--- config.mk ---
export PLATFORM = sky130hd
export DESIGN_NAME = lcs_input_select
export DESIGN_NICKNAME = d
export VERILOG_FILES = /design/src/rtl/lcs_pkg.sv /design/src/rtl/lcs_input_select.sv
export SDC_FILE = /design/constraint.sdc
export NUM_CORES = 1
export LEC_CHECK = 0
export ABC_AREA = 1
export BUFFER_PORTS_ARGS = -buffer_cell sky130_fd_sc_hd__buf_2
export CAP_MARGIN = 20
export CORE_MARGIN = 8
export CORE_UTILIZATION = 44
export DETAILED_ROUTE_END_ITERATION = 7
export GPL_ROUTABILITY_DRIVEN = 0
export PLACE_DENSITY = 0.76
export SYNTH_ARGS = -nofsm -noshare
export SYNTH_HDL_FRONTEND = slang
export SYNTH_SLANG_ARGS = --single-unit
--- constraint.sdc ---
create_clock -name clk -period 1.6 [get_ports clk]
set_input_delay 0.24 -clock clk [delete_from_list [all_inputs] [get_ports clk]]
set_output_delay 0.24 -clock clk [all_outputs]
set_load 0.03 [all_outputs]
--- src/rtl/lcs_pkg.sv ---
package lcs_pkg;
	localparam int unsigned ADDR_W       = 4;
	localparam int unsigned DATA_W       = 32;
	localparam int unsigned BUS_W        = 16;
	localparam int unsigned CODE_W       = 3;
	localparam int unsigned IDX_W        = 4;

	// Register byte addresses
	localparam logic [ADDR_W-1:0] LOW_PAIR_OFFSET  = 4'h0;
	localparam logic [ADDR_W-1:0] HIGH_PAIR_OFFSET = 4'h4;

	// Field positions inside each select register
	localparam int unsigned LOW_FIELD_LSB  = 0;
	localparam int unsigned HIGH_FIELD_LSB = 4;
	localparam int unsigned GAP_LOW_BIT    = 3;
	localparam int unsigned GAP_HIGH_BIT   = 7;

	// Input bus index added to each field code, modulo 16
	localparam logic [IDX_W-1:0] LINE1_BASE = 4'h0;
	localparam logic [IDX_W-1:0] LINE2_BASE = 4'h4;
	localparam logic [IDX_W-1:0] LINE3_BASE = 4'h8;
	localparam logic [IDX_W-1:0] LINE4_BASE = 4'hc;

	localparam logic [1:0] RESP_OKAY   = 2'h0;
	localparam logic [1:0] RESP_SLVERR = 2'h2;
endpackage

--- src/rtl/lcs_input_select.sv ---
// Operation
// [RULE1] Data-2 field bits 6:4 picks index code+4
// [RULE2] Data-1 field bits 2:0 picks index code
// [RULE3] Bits 7 and 3 read zero, ignore writes
// [RULE4] Second register: data-4 high, data-3 low
// [RULE5] Fields read/write, unreset, kept through resets
// [RULE6] Data-3 field picks index code+8
// [RULE7] Data-4 codes 100-111 pick 0-3, else 12-15
// [RULE8] Data-1 codes 010,001,000 pick 2,1,0
//
// Chosen here: the placing of the registers and the AXI4-Lite register port.
`timescale 1ns/1ps
module lcs_input_select
	import lcs_pkg::*;
(
	input  wire logic              clk,
	input  wire logic              rst_n,
	input  wire logic [ADDR_W-1:0] s_axi_awaddr,
	input  wire logic              s_axi_awvalid,
	output logic                   s_axi_awready,
	input  wire logic [DATA_W-1:0] s_axi_wdata,
	input  wire logic [3:0]        s_axi_wstrb,
	input  wire logic              s_axi_wvalid,
	output logic                   s_axi_wready,
	output logic [1:0]             s_axi_bresp,
	output logic                   s_axi_bvalid,
	input  wire logic              s_axi_bready,
	input  wire logic [ADDR_W-1:0] s_axi_araddr,
	input  wire logic              s_axi_arvalid,
	output logic                   s_axi_arready,
	output logic [DATA_W-1:0]      s_axi_rdata,
	output logic [1:0]             s_axi_rresp,
	output logic                   s_axi_rvalid,
	input  wire logic              s_axi_rready,
	input  wire logic [BUS_W-1:0]  cell_input_bus,
	output logic                   cell_data_line_1,
	output logic                   cell_data_line_2,
	output logic                   cell_data_line_3,
	output logic                   cell_data_line_4
);

	// ***********************************************************
	// Helpers
	// ***********************************************************
	function automatic logic [IDX_W-1:0] src_index(
		input logic [CODE_W-1:0] code,
		input logic [IDX_W-1:0]  base
	);
		logic [IDX_W-1:0] wide;
		wide = {1'b0, code};
		return IDX_W'(wide + base);
	endfunction

	function automatic logic is_mapped(input logic [ADDR_W-1:0] addr);
		return (addr == LOW_PAIR_OFFSET) || (addr == HIGH_PAIR_OFFSET);
	endfunction

	// ***********************************************************
	// Select fields
	// ***********************************************************
	logic [CODE_W-1:0] data1_source_code_reg;
	logic [CODE_W-1:0] data2_source_code_reg;
	logic [CODE_W-1:0] data3_source_code_reg;
	logic [CODE_W-1:0] data4_source_code_reg;
	logic [CODE_W-1:0] data1_source_code_next;
	logic [CODE_W-1:0] data2_source_code_next;
	logic [CODE_W-1:0] data3_source_code_next;
	logic [CODE_W-1:0] data4_source_code_next;

	// ***********************************************************
	// Write channel state
	// ***********************************************************
	logic              aw_got_reg;
	logic              aw_got_next;
	logic [ADDR_W-1:0] awaddr_reg;
	logic [ADDR_W-1:0] awaddr_next;
	logic              w_got_reg;
	logic              w_got_next;
	logic [7:0]        wbyte_reg;
	logic [7:0]        wbyte_next;
	logic              wen_reg;
	logic              wen_next;
	logic              bvalid_reg;
	logic              bvalid_next;
	logic [1:0]        bresp_reg;
	logic [1:0]        bresp_next;
	logic              do_write;

	assign s_axi_awready = !aw_got_reg && !bvalid_reg;
	assign s_axi_wready  = !w_got_reg && !bvalid_reg;
	assign s_axi_bvalid  = bvalid_reg;
	assign s_axi_bresp   = bresp_reg;
	assign do_write      = aw_got_reg && w_got_reg && !bvalid_reg;

	always_comb begin
		aw_got_next = aw_got_reg;
		awaddr_next = awaddr_reg;
		w_got_next  = w_got_reg;
		wbyte_next  = wbyte_reg;
		wen_next    = wen_reg;
		bvalid_next = bvalid_reg;
		bresp_next  = bresp_reg;
		if (s_axi_awvalid && s_axi_awready) begin
			aw_got_next = 1'b1;
			awaddr_next = s_axi_awaddr;
		end
		if (s_axi_wvalid && s_axi_wready) begin
			w_got_next = 1'b1;
			wbyte_next = s_axi_wdata[7:0];
			wen_next   = s_axi_wstrb[0];
		end
		if (do_write) begin
			aw_got_next = 1'b0;
			w_got_next  = 1'b0;
			bvalid_next = 1'b1;
			bresp_next  = is_mapped(awaddr_reg) ? RESP_OKAY : RESP_SLVERR;
		end else if (bvalid_reg && s_axi_bready) begin
			bvalid_next = 1'b0;
		end
	end

	always_ff @(posedge clk or negedge rst_n) begin
		if (!rst_n) begin
			aw_got_reg <= 1'b0;
			awaddr_reg <= '0;
			w_got_reg  <= 1'b0;
			wbyte_reg  <= '0;
			wen_reg    <= 1'b0;
			bvalid_reg <= 1'b0;
			bresp_reg  <= RESP_OKAY;
		end else begin
			aw_got_reg <= aw_got_next;
			awaddr_reg <= awaddr_next;
			w_got_reg  <= w_got_next;
			wbyte_reg  <= wbyte_next;
			wen_reg    <= wen_next;
			bvalid_reg <= bvalid_next;
			bresp_reg  <= bresp_next;
		end
	end

	// ***********************************************************
	// Field update, bits 7 and 3 dropped
	// ***********************************************************
	always_comb begin
		data1_source_code_next = data1_source_code_reg;
		data2_source_code_next = data2_source_code_reg;
		data3_source_code_next = data3_source_code_reg;
		data4_source_code_next = data4_source_code_reg;
		if (do_write && wen_reg) begin
			if (awaddr_reg == LOW_PAIR_OFFSET) begin
				data1_source_code_next =
					wbyte_reg[LOW_FIELD_LSB +: CODE_W]; // see [RULE2]
				data2_source_code_next =
					wbyte_reg[HIGH_FIELD_LSB +: CODE_W]; // see [RULE1]
			end else if (awaddr_reg == HIGH_PAIR_OFFSET) begin
				data3_source_code_next =
					wbyte_reg[LOW_FIELD_LSB +: CODE_W]; // see [RULE4]
				data4_source_code_next =
					wbyte_reg[HIGH_FIELD_LSB +: CODE_W]; // see [RULE4]
			end
		end
	end

	// No reset: fields survive every reset of this block, see [RULE5]
	always_ff @(posedge clk) begin
		data1_source_code_reg <= data1_source_code_next;
		data2_source_code_reg <= data2_source_code_next;
		data3_source_code_reg <= data3_source_code_next;
		data4_source_code_reg <= data4_source_code_next;
	end

	// ***********************************************************
	// Read channel
	// ***********************************************************
	logic              rvalid_reg;
	logic              rvalid_next;
	logic [DATA_W-1:0] rdata_reg;
	logic [DATA_W-1:0] rdata_next;
	logic [1:0]        rresp_reg;
	logic [1:0]        rresp_next;
	logic [7:0]        read_byte;

	assign s_axi_arready = !rvalid_reg;
	assign s_axi_rvalid  = rvalid_reg;
	assign s_axi_rdata   = rdata_reg;
	assign s_axi_rresp   = rresp_reg;

	always_comb begin
		read_byte = '0;
		if (s_axi_araddr == LOW_PAIR_OFFSET) begin
			read_byte[LOW_FIELD_LSB +: CODE_W]  = data1_source_code_reg;
			read_byte[HIGH_FIELD_LSB +: CODE_W] = data2_source_code_reg;
		end else if (s_axi_araddr == HIGH_PAIR_OFFSET) begin
			read_byte[LOW_FIELD_LSB +: CODE_W]  = data3_source_code_reg;
			read_byte[HIGH_FIELD_LSB +: CODE_W] = data4_source_code_reg;
		end
		rvalid_next = rvalid_reg;
		rdata_next  = rdata_reg;
		rresp_next  = rresp_reg;
		if (s_axi_arvalid && s_axi_arready) begin
			rvalid_next = 1'b1;
			rdata_next  = {24'h00_0000, read_byte}; // see [RULE3]
			rresp_next  = is_mapped(s_axi_araddr) ? RESP_OKAY : RESP_SLVERR;
		end else if (rvalid_reg && s_axi_rready) begin
			rvalid_next = 1'b0;
		end
	end

	always_ff @(posedge clk or negedge rst_n) begin
		if (!rst_n) begin
			rvalid_reg <= 1'b0;
			rdata_reg  <= '0;
			rresp_reg  <= RESP_OKAY;
		end else begin
			rvalid_reg <= rvalid_next;
			rdata_reg  <= rdata_next;
			rresp_reg  <= rresp_next;
		end
	end

	// ***********************************************************
	// Input multiplexers
	// ***********************************************************
	always_comb begin
		cell_data_line_1 = cell_input_bus[src_index(
			data1_source_code_reg, LINE1_BASE)]; // see [RULE2] see [RULE8]
		cell_data_line_2 = cell_input_bus[src_index(
			data2_source_code_reg, LINE2_BASE)]; // see [RULE1]
		cell_data_line_3 = cell_input_bus[src_index(
			data3_source_code_reg, LINE3_BASE)]; // see [RULE6]
		cell_data_line_4 = cell_input_bus[src_index(
			data4_source_code_reg, LINE4_BASE)]; // see [RULE7]
	end
endmodule

* Word-level counts from Yosys, hierarchy flattened
Index checks and enable logic that the tools add are counted.
** Cells by class
- Mux-type cells :: 22
- Order comparisons :: 4
- Eq/ne operators :: 2
- Add/sub/neg operators :: 3
- Bitwise operators :: 1
- Reductions and logical operators :: 24
** Operators by type and width (number)
- < comparator 4 x 5 -> 1 bit, second input constant :: 3
- binary-select mux 1 bit (select 4 bit) :: 3
- two-way mux 1 bit :: 12
- two-way mux 3 bit :: 4
- logical AND 1 bit :: 10
- adder 3 x 4 -> 4 bit, second input constant :: 2
- equality test 4 x 3 -> 1 bit, second input constant :: 2
- zero test 4 bit :: 2
- nonzero test 2 bit :: 4
- < comparator 3 x 5 -> 1 bit, second input constant :: 1
- adder 3 x 3 -> 4 bit, second input constant :: 1
- zero test 1 bit :: 4
- two-way mux 2 bit :: 2
- binary-select mux 1 bit (select 3 bit) :: 1
- AND reduction 3 bit :: 1
- logical OR 1 bit :: 2
- AND reduction 2 bit :: 1
- inverter 1 bit :: 1
** Word-level totals
- Logic and storage cells :: 70
- Output and inout port bits :: 45
- Bits in registers :: 38
- Input bits :: 67

* Longest topological paths before layout
- Depth in word-level cells :: 5
- Gate-level depth with buffers :: 6

* Worst setup path after synthesis
OpenSTA, ideal clock, no wires.
- Path type :: flip-flop to flip-flop
- From :: register bvalid_reg (netlist: s_axi_bvalid)
- To :: register data1_source_code_reg[0], enable pin
- Data arrival time :: 1143 ps
- Library setup time :: 320 ps
- Clock period less this slack :: 1464 ps
- Data required time :: 1280 ps
- Path slack :: 136 ps
- Cell stages (with the launch flop) :: 5
- Path buffers :: 0
- Cell sequence :: dfrtp_1 > inv_2 > nand3_4 > nor2_4 > and3_1
** On the way
- Cells in the longest elaborated chain, start to end :: 4
** RTL lines
- start, declared :: line lcs_input_select.sv:83 : logic bvalid_reg;
- start signal, assigned :: line lcs_input_select.sv:137 : bvalid_reg <= bvalid_next;
- zero test 1 bit :: line lcs_input_select.sv:93 : assign do_write = aw_got_reg && w_got_reg && !bvalid_reg;
- logical AND 1 bit :: line lcs_input_select.sv:93
- logical AND 1 bit :: line lcs_input_select.sv:150 : if (do_write && wen_reg) begin
- AND reduction 2 bit (no line)
- end signal, assigned :: line lcs_input_select.sv:167 : data1_source_code_reg <= data1_source_code_next;
- end, declared :: line lcs_input_select.sv:61 : logic [CODE_W-1:0] data1_source_code_reg;
Every way passes these cells.
A chain may end at the register's enable or synchronous reset.

* Worst setup path after layout
- From :: register data4_source_code_reg[0]
- To :: output cell_data_line_4
** On the way
- Cells in the longest elaborated chain, start to end :: 3
** RTL lines
- start, declared :: line lcs_input_select.sv:64 : logic [CODE_W-1:0] data4_source_code_reg;
- start signal, assigned :: line lcs_input_select.sv:170 : data4_source_code_reg <= data4_source_code_next;
- adder 3 x 4 -> 4 bit :: line lcs_input_select.sv:51 : return IDX_W'(wide + base);
- binary-select mux 1 bit (select 4 bit) :: line lcs_input_select.sv:232 : cell_data_line_4 = cell_input_bus[src_index(
- two-way mux 1 bit (implied by the code) :: line lcs_input_select.sv:232
- end, declared :: line lcs_input_select.sv:39 : output logic cell_data_line_4
Every way passes these cells. The select of a mux whose other input is x is not followed.

==> impl_metrics.json <==
{
  "cts_made_buffers": 5,
  "arrival_ns": 1.32,
  "globalRouteTotalUtil_pct": 12.17,
  "ff2ff_setup_slack_ns": 0.25,
  "power_density_mw_per_mm2": 1189,
  "irDropWorstVdd_uv": 980.9,
  "min_to": "s_axi_bvalid$_DFFE_PN0P_",
  "cts_tree": "yes",
  "final_area_mm2": 0.002376,
  "clock_sinks": 35,
  "syn2layout_area_growth_pct": 17.44,
  "antenna_found_initial": 0,
  "grt_max_degree": 24,
  "fillers": 431,
  "combPwrFrac_pct": 32.0,
  "hold_depth": 2,
  "post-synth-top-area-cell": "dfrtp_1",
  "antennaDiodeCount": 0,
  "final_antenna_net_count": 0,
  "outcome": "finished, final reports clean",
  "synth_edf_count": 12,
  "die_w_um": 83.81,
  "io_pins": 112,
  "endpoint_kind": "output pin",
  "wl_per_cell_um": 11.21,
  "worstHoldPathType": "in -> reg",
  "seq_area_frac_synth_pct": 46.26,
  "synth.most_common_cell": "nand2_1",
  "path_class": "reg -> out",
  "r2r_cells": 3,
  "setup_viol": 0,
  "synth_top_area_share_pct": 28.45,
  "htreeDepth": 2,
  "syn_avg_cell_area_um2": 7.752,
  "ys_seq_elements": 35,
  "pwr-share-clk_pct": 21.0,
  "r2r-end": "data4_source_code_reg[0]$_DFFE_PP_",
  "power.switching_uw": 1065,
  "cts.clk_slew.worst_paths_ns": 0.06,
  "cp.required_ns": 1.36,
  "core_area_mm2": 0.004384,
  "clk_latency_ns": 0.29,
  "synth_warnings": 0,
  "p_seq_share_pct": 47.1,
  "cts_root_buf": "clkbuf_8",
  "synthDistinctLibCells": 19,
  "timing.final.crit_period_ns": 1.562,
  "syn_inst": 261,
  "cp_max_fo": 6,
  "synth_common_cells": "nand2_1, nand3_1, inv_1",
  "synth_area_mm2": 0.002023,
  "fin_nets": 390,
  "hold_viol_final": 0,
  "dpl.hpwl_um": 3463,
  "clockBufferDepth": 2,
  "place_area_mm2": 0.002242,
  "synthTopCellsByArea": "dfrtp_1, nand2_1, edfxtp_1, buf_4, nand3_1",
  "fin_crit_sh_pct": 97.63,
  "viasPerCell": 4.439,
  "drv_cap": 0,
  "dieHeight_um": 83.81,
  "rsz0062_at_grt": "true",
  "drt_wl_total_um": 4214,
  "netSwitchingFraction_pct": 37.72,
  "finalPower_uw": 2824,
  "async_flop_share_pct": 65.71,
  "fmax_mhz": 640.2,
  "post-route-drc-count": 0,
  "dr.pass1.iters": 4,
  "leakagePower_uw": 0.001391,
  "timing.rr.start": "w_got_reg$_DFFE_PN0P_",
  "slew_violations": 0,
  "initial_core_util_pct": 46.15,
  "dieArea_mm2": 0.007024,
  "fin_skew_ns": 0.007541,
  "drtIter0Drc": 68,
  "worstHoldStart": "s_axi_bready",
  "grt_pass1_vias": 1693,
  "final_util_pct": 54.20,
  "synth_ff_type": "dfrtp_1",
  "io_buffers": 54,
  "drive_gt1_share_pct": 25.00,
  "overflow": 0,
  "vias": 1669,
  "grt_pass1_wl_um": 7148,
  "p_int_uw": 1759,
  "crit_path_start_kind": "register",
  "rows": 24
}
## worst max-delay path: stages (launching register included)
cell      delay (ns)
edfxtp_1        0.48
inv_2           0.14
nand2_2         0.07
nand3_1         0.06
nand2_1         0.05
nand2_1         0.05
nand2_1         0.06
buf_6           0.13
## power by group through the flow
| stage | combinational, µW | clock, µW | sequential (µW) |
|---|---|---|---|
| after floorplan | 639 | 0 | 1400 |
| after global placement | 885 | 0 | 1340 |
| after detailed placement | 903 | 0 | 1350 |
| after CTS | 906 | 614 | 1330 |
| after global routing | 1020 | 646 | 1360 |
| final | 903 | 592 | 1330 |
## area by class of cell
type / count / area (µm²) / share of cell area [%]
inverter: 36 / 135.1 / 5.687
clock inverter: 1 / 5.005 / 0.2106
clock buffer: 7 / 76.32 / 3.212
tap: 52 / 65.06 / 2.738
timing repair buffer: 58 / 327.8 / 13.80
multi-input combinational: 187 / 830.8 / 34.97
sequential: 35 / 935.9 / 39.39
## how the worst max path moves through the flow
stage                                             from                                  to  slack (ns)  depth (start not counted)
floorplan                     s_axi_bvalid$_DFFE_PN0P_  data1_source_code_reg[0]$_DFFE_PP_        0.14                          4
global placement                 w_got_reg$_DFFE_PN0P_  data2_source_code_reg[0]$_DFFE_PP_        0.26                          3
detailed placement              aw_got_reg$_DFFE_PN0P_  data4_source_code_reg[0]$_DFFE_PP_        0.25                          3
CTS                 data2_source_code_reg[0]$_DFFE_PP_                    cell_data_line_2       0.006                          7
global route        data4_source_code_reg[0]$_DFFE_PP_                    cell_data_line_4       -0.06                          7
finish              data4_source_code_reg[0]$_DFFE_PP_                    cell_data_line_4        0.04                          7
## placed cells by master, fill, tap and decap left out, types with 2 or more instances in the layout
| cell type | n |
|---|---|
| inv_2 | 7 |
| nand2_1 | 99 |
| a21oi_1 | 3 |
| o21ai_0 | 3 |
| nand2_4 | 2 |
| nor2_4 | 4 |
| conb_1 | 28 |
| buf_4 | 3 |
| dfrtp_1 | 23 |
| and3_1 | 2 |
| inv_1 | 29 |
| buf_6 | 4 |
| nand3_1 | 37 |
| nor2_1 | 3 |
| nor2_2 | 3 |
| edfxtp_1 | 12 |
| clkbuf_8 | 5 |
| clkbuf_1 | 2 |
| buf_2 | 50 |
## what timing repair did
| action | CTS | global route |
|---|---|---|
| hold buffers | 1 | 0 |
| setup buffers | 1 | 1 |
| hold endpoints to repair | 23 | 0 |
| pin swaps | 0 | 4 |
| endpoints found under the setup margin | 2 | 4 |
| gates resized for setup | 2 | 15 |
| cloned | 0 | 0 |
## routing by layer
layer	up-vias	track usage (%)	share of wire (%)
li1	877	-	-
met1	714	13.45	42
met2	66	19.37	46
met3	12	4.688	8.9
met4	0	7.221	3.2
met5	-	0	0
## per-stage QoR
stage	hold slack [ns]	setup slack, ns	TNS, ns	instances
after floorplan	-0.05559	0.1364	0	288
after global placement	0.2364	0.2559	0	365
after detailed placement	0.2413	0.2520	0	365
after CTS	0.1198	0.006045	0	375
after global routing	0.1416	-0.06369	-0.1904	376
final	0.1295	0.03790	0	376
## cells by family after synthesis
group | synth area share (%)
flops | 46.26
compound gates | 1.484
buf+inv | 17.81
simple gates | 34.26
other cells | 0.1854
Power figures use the tool's default switching activity.
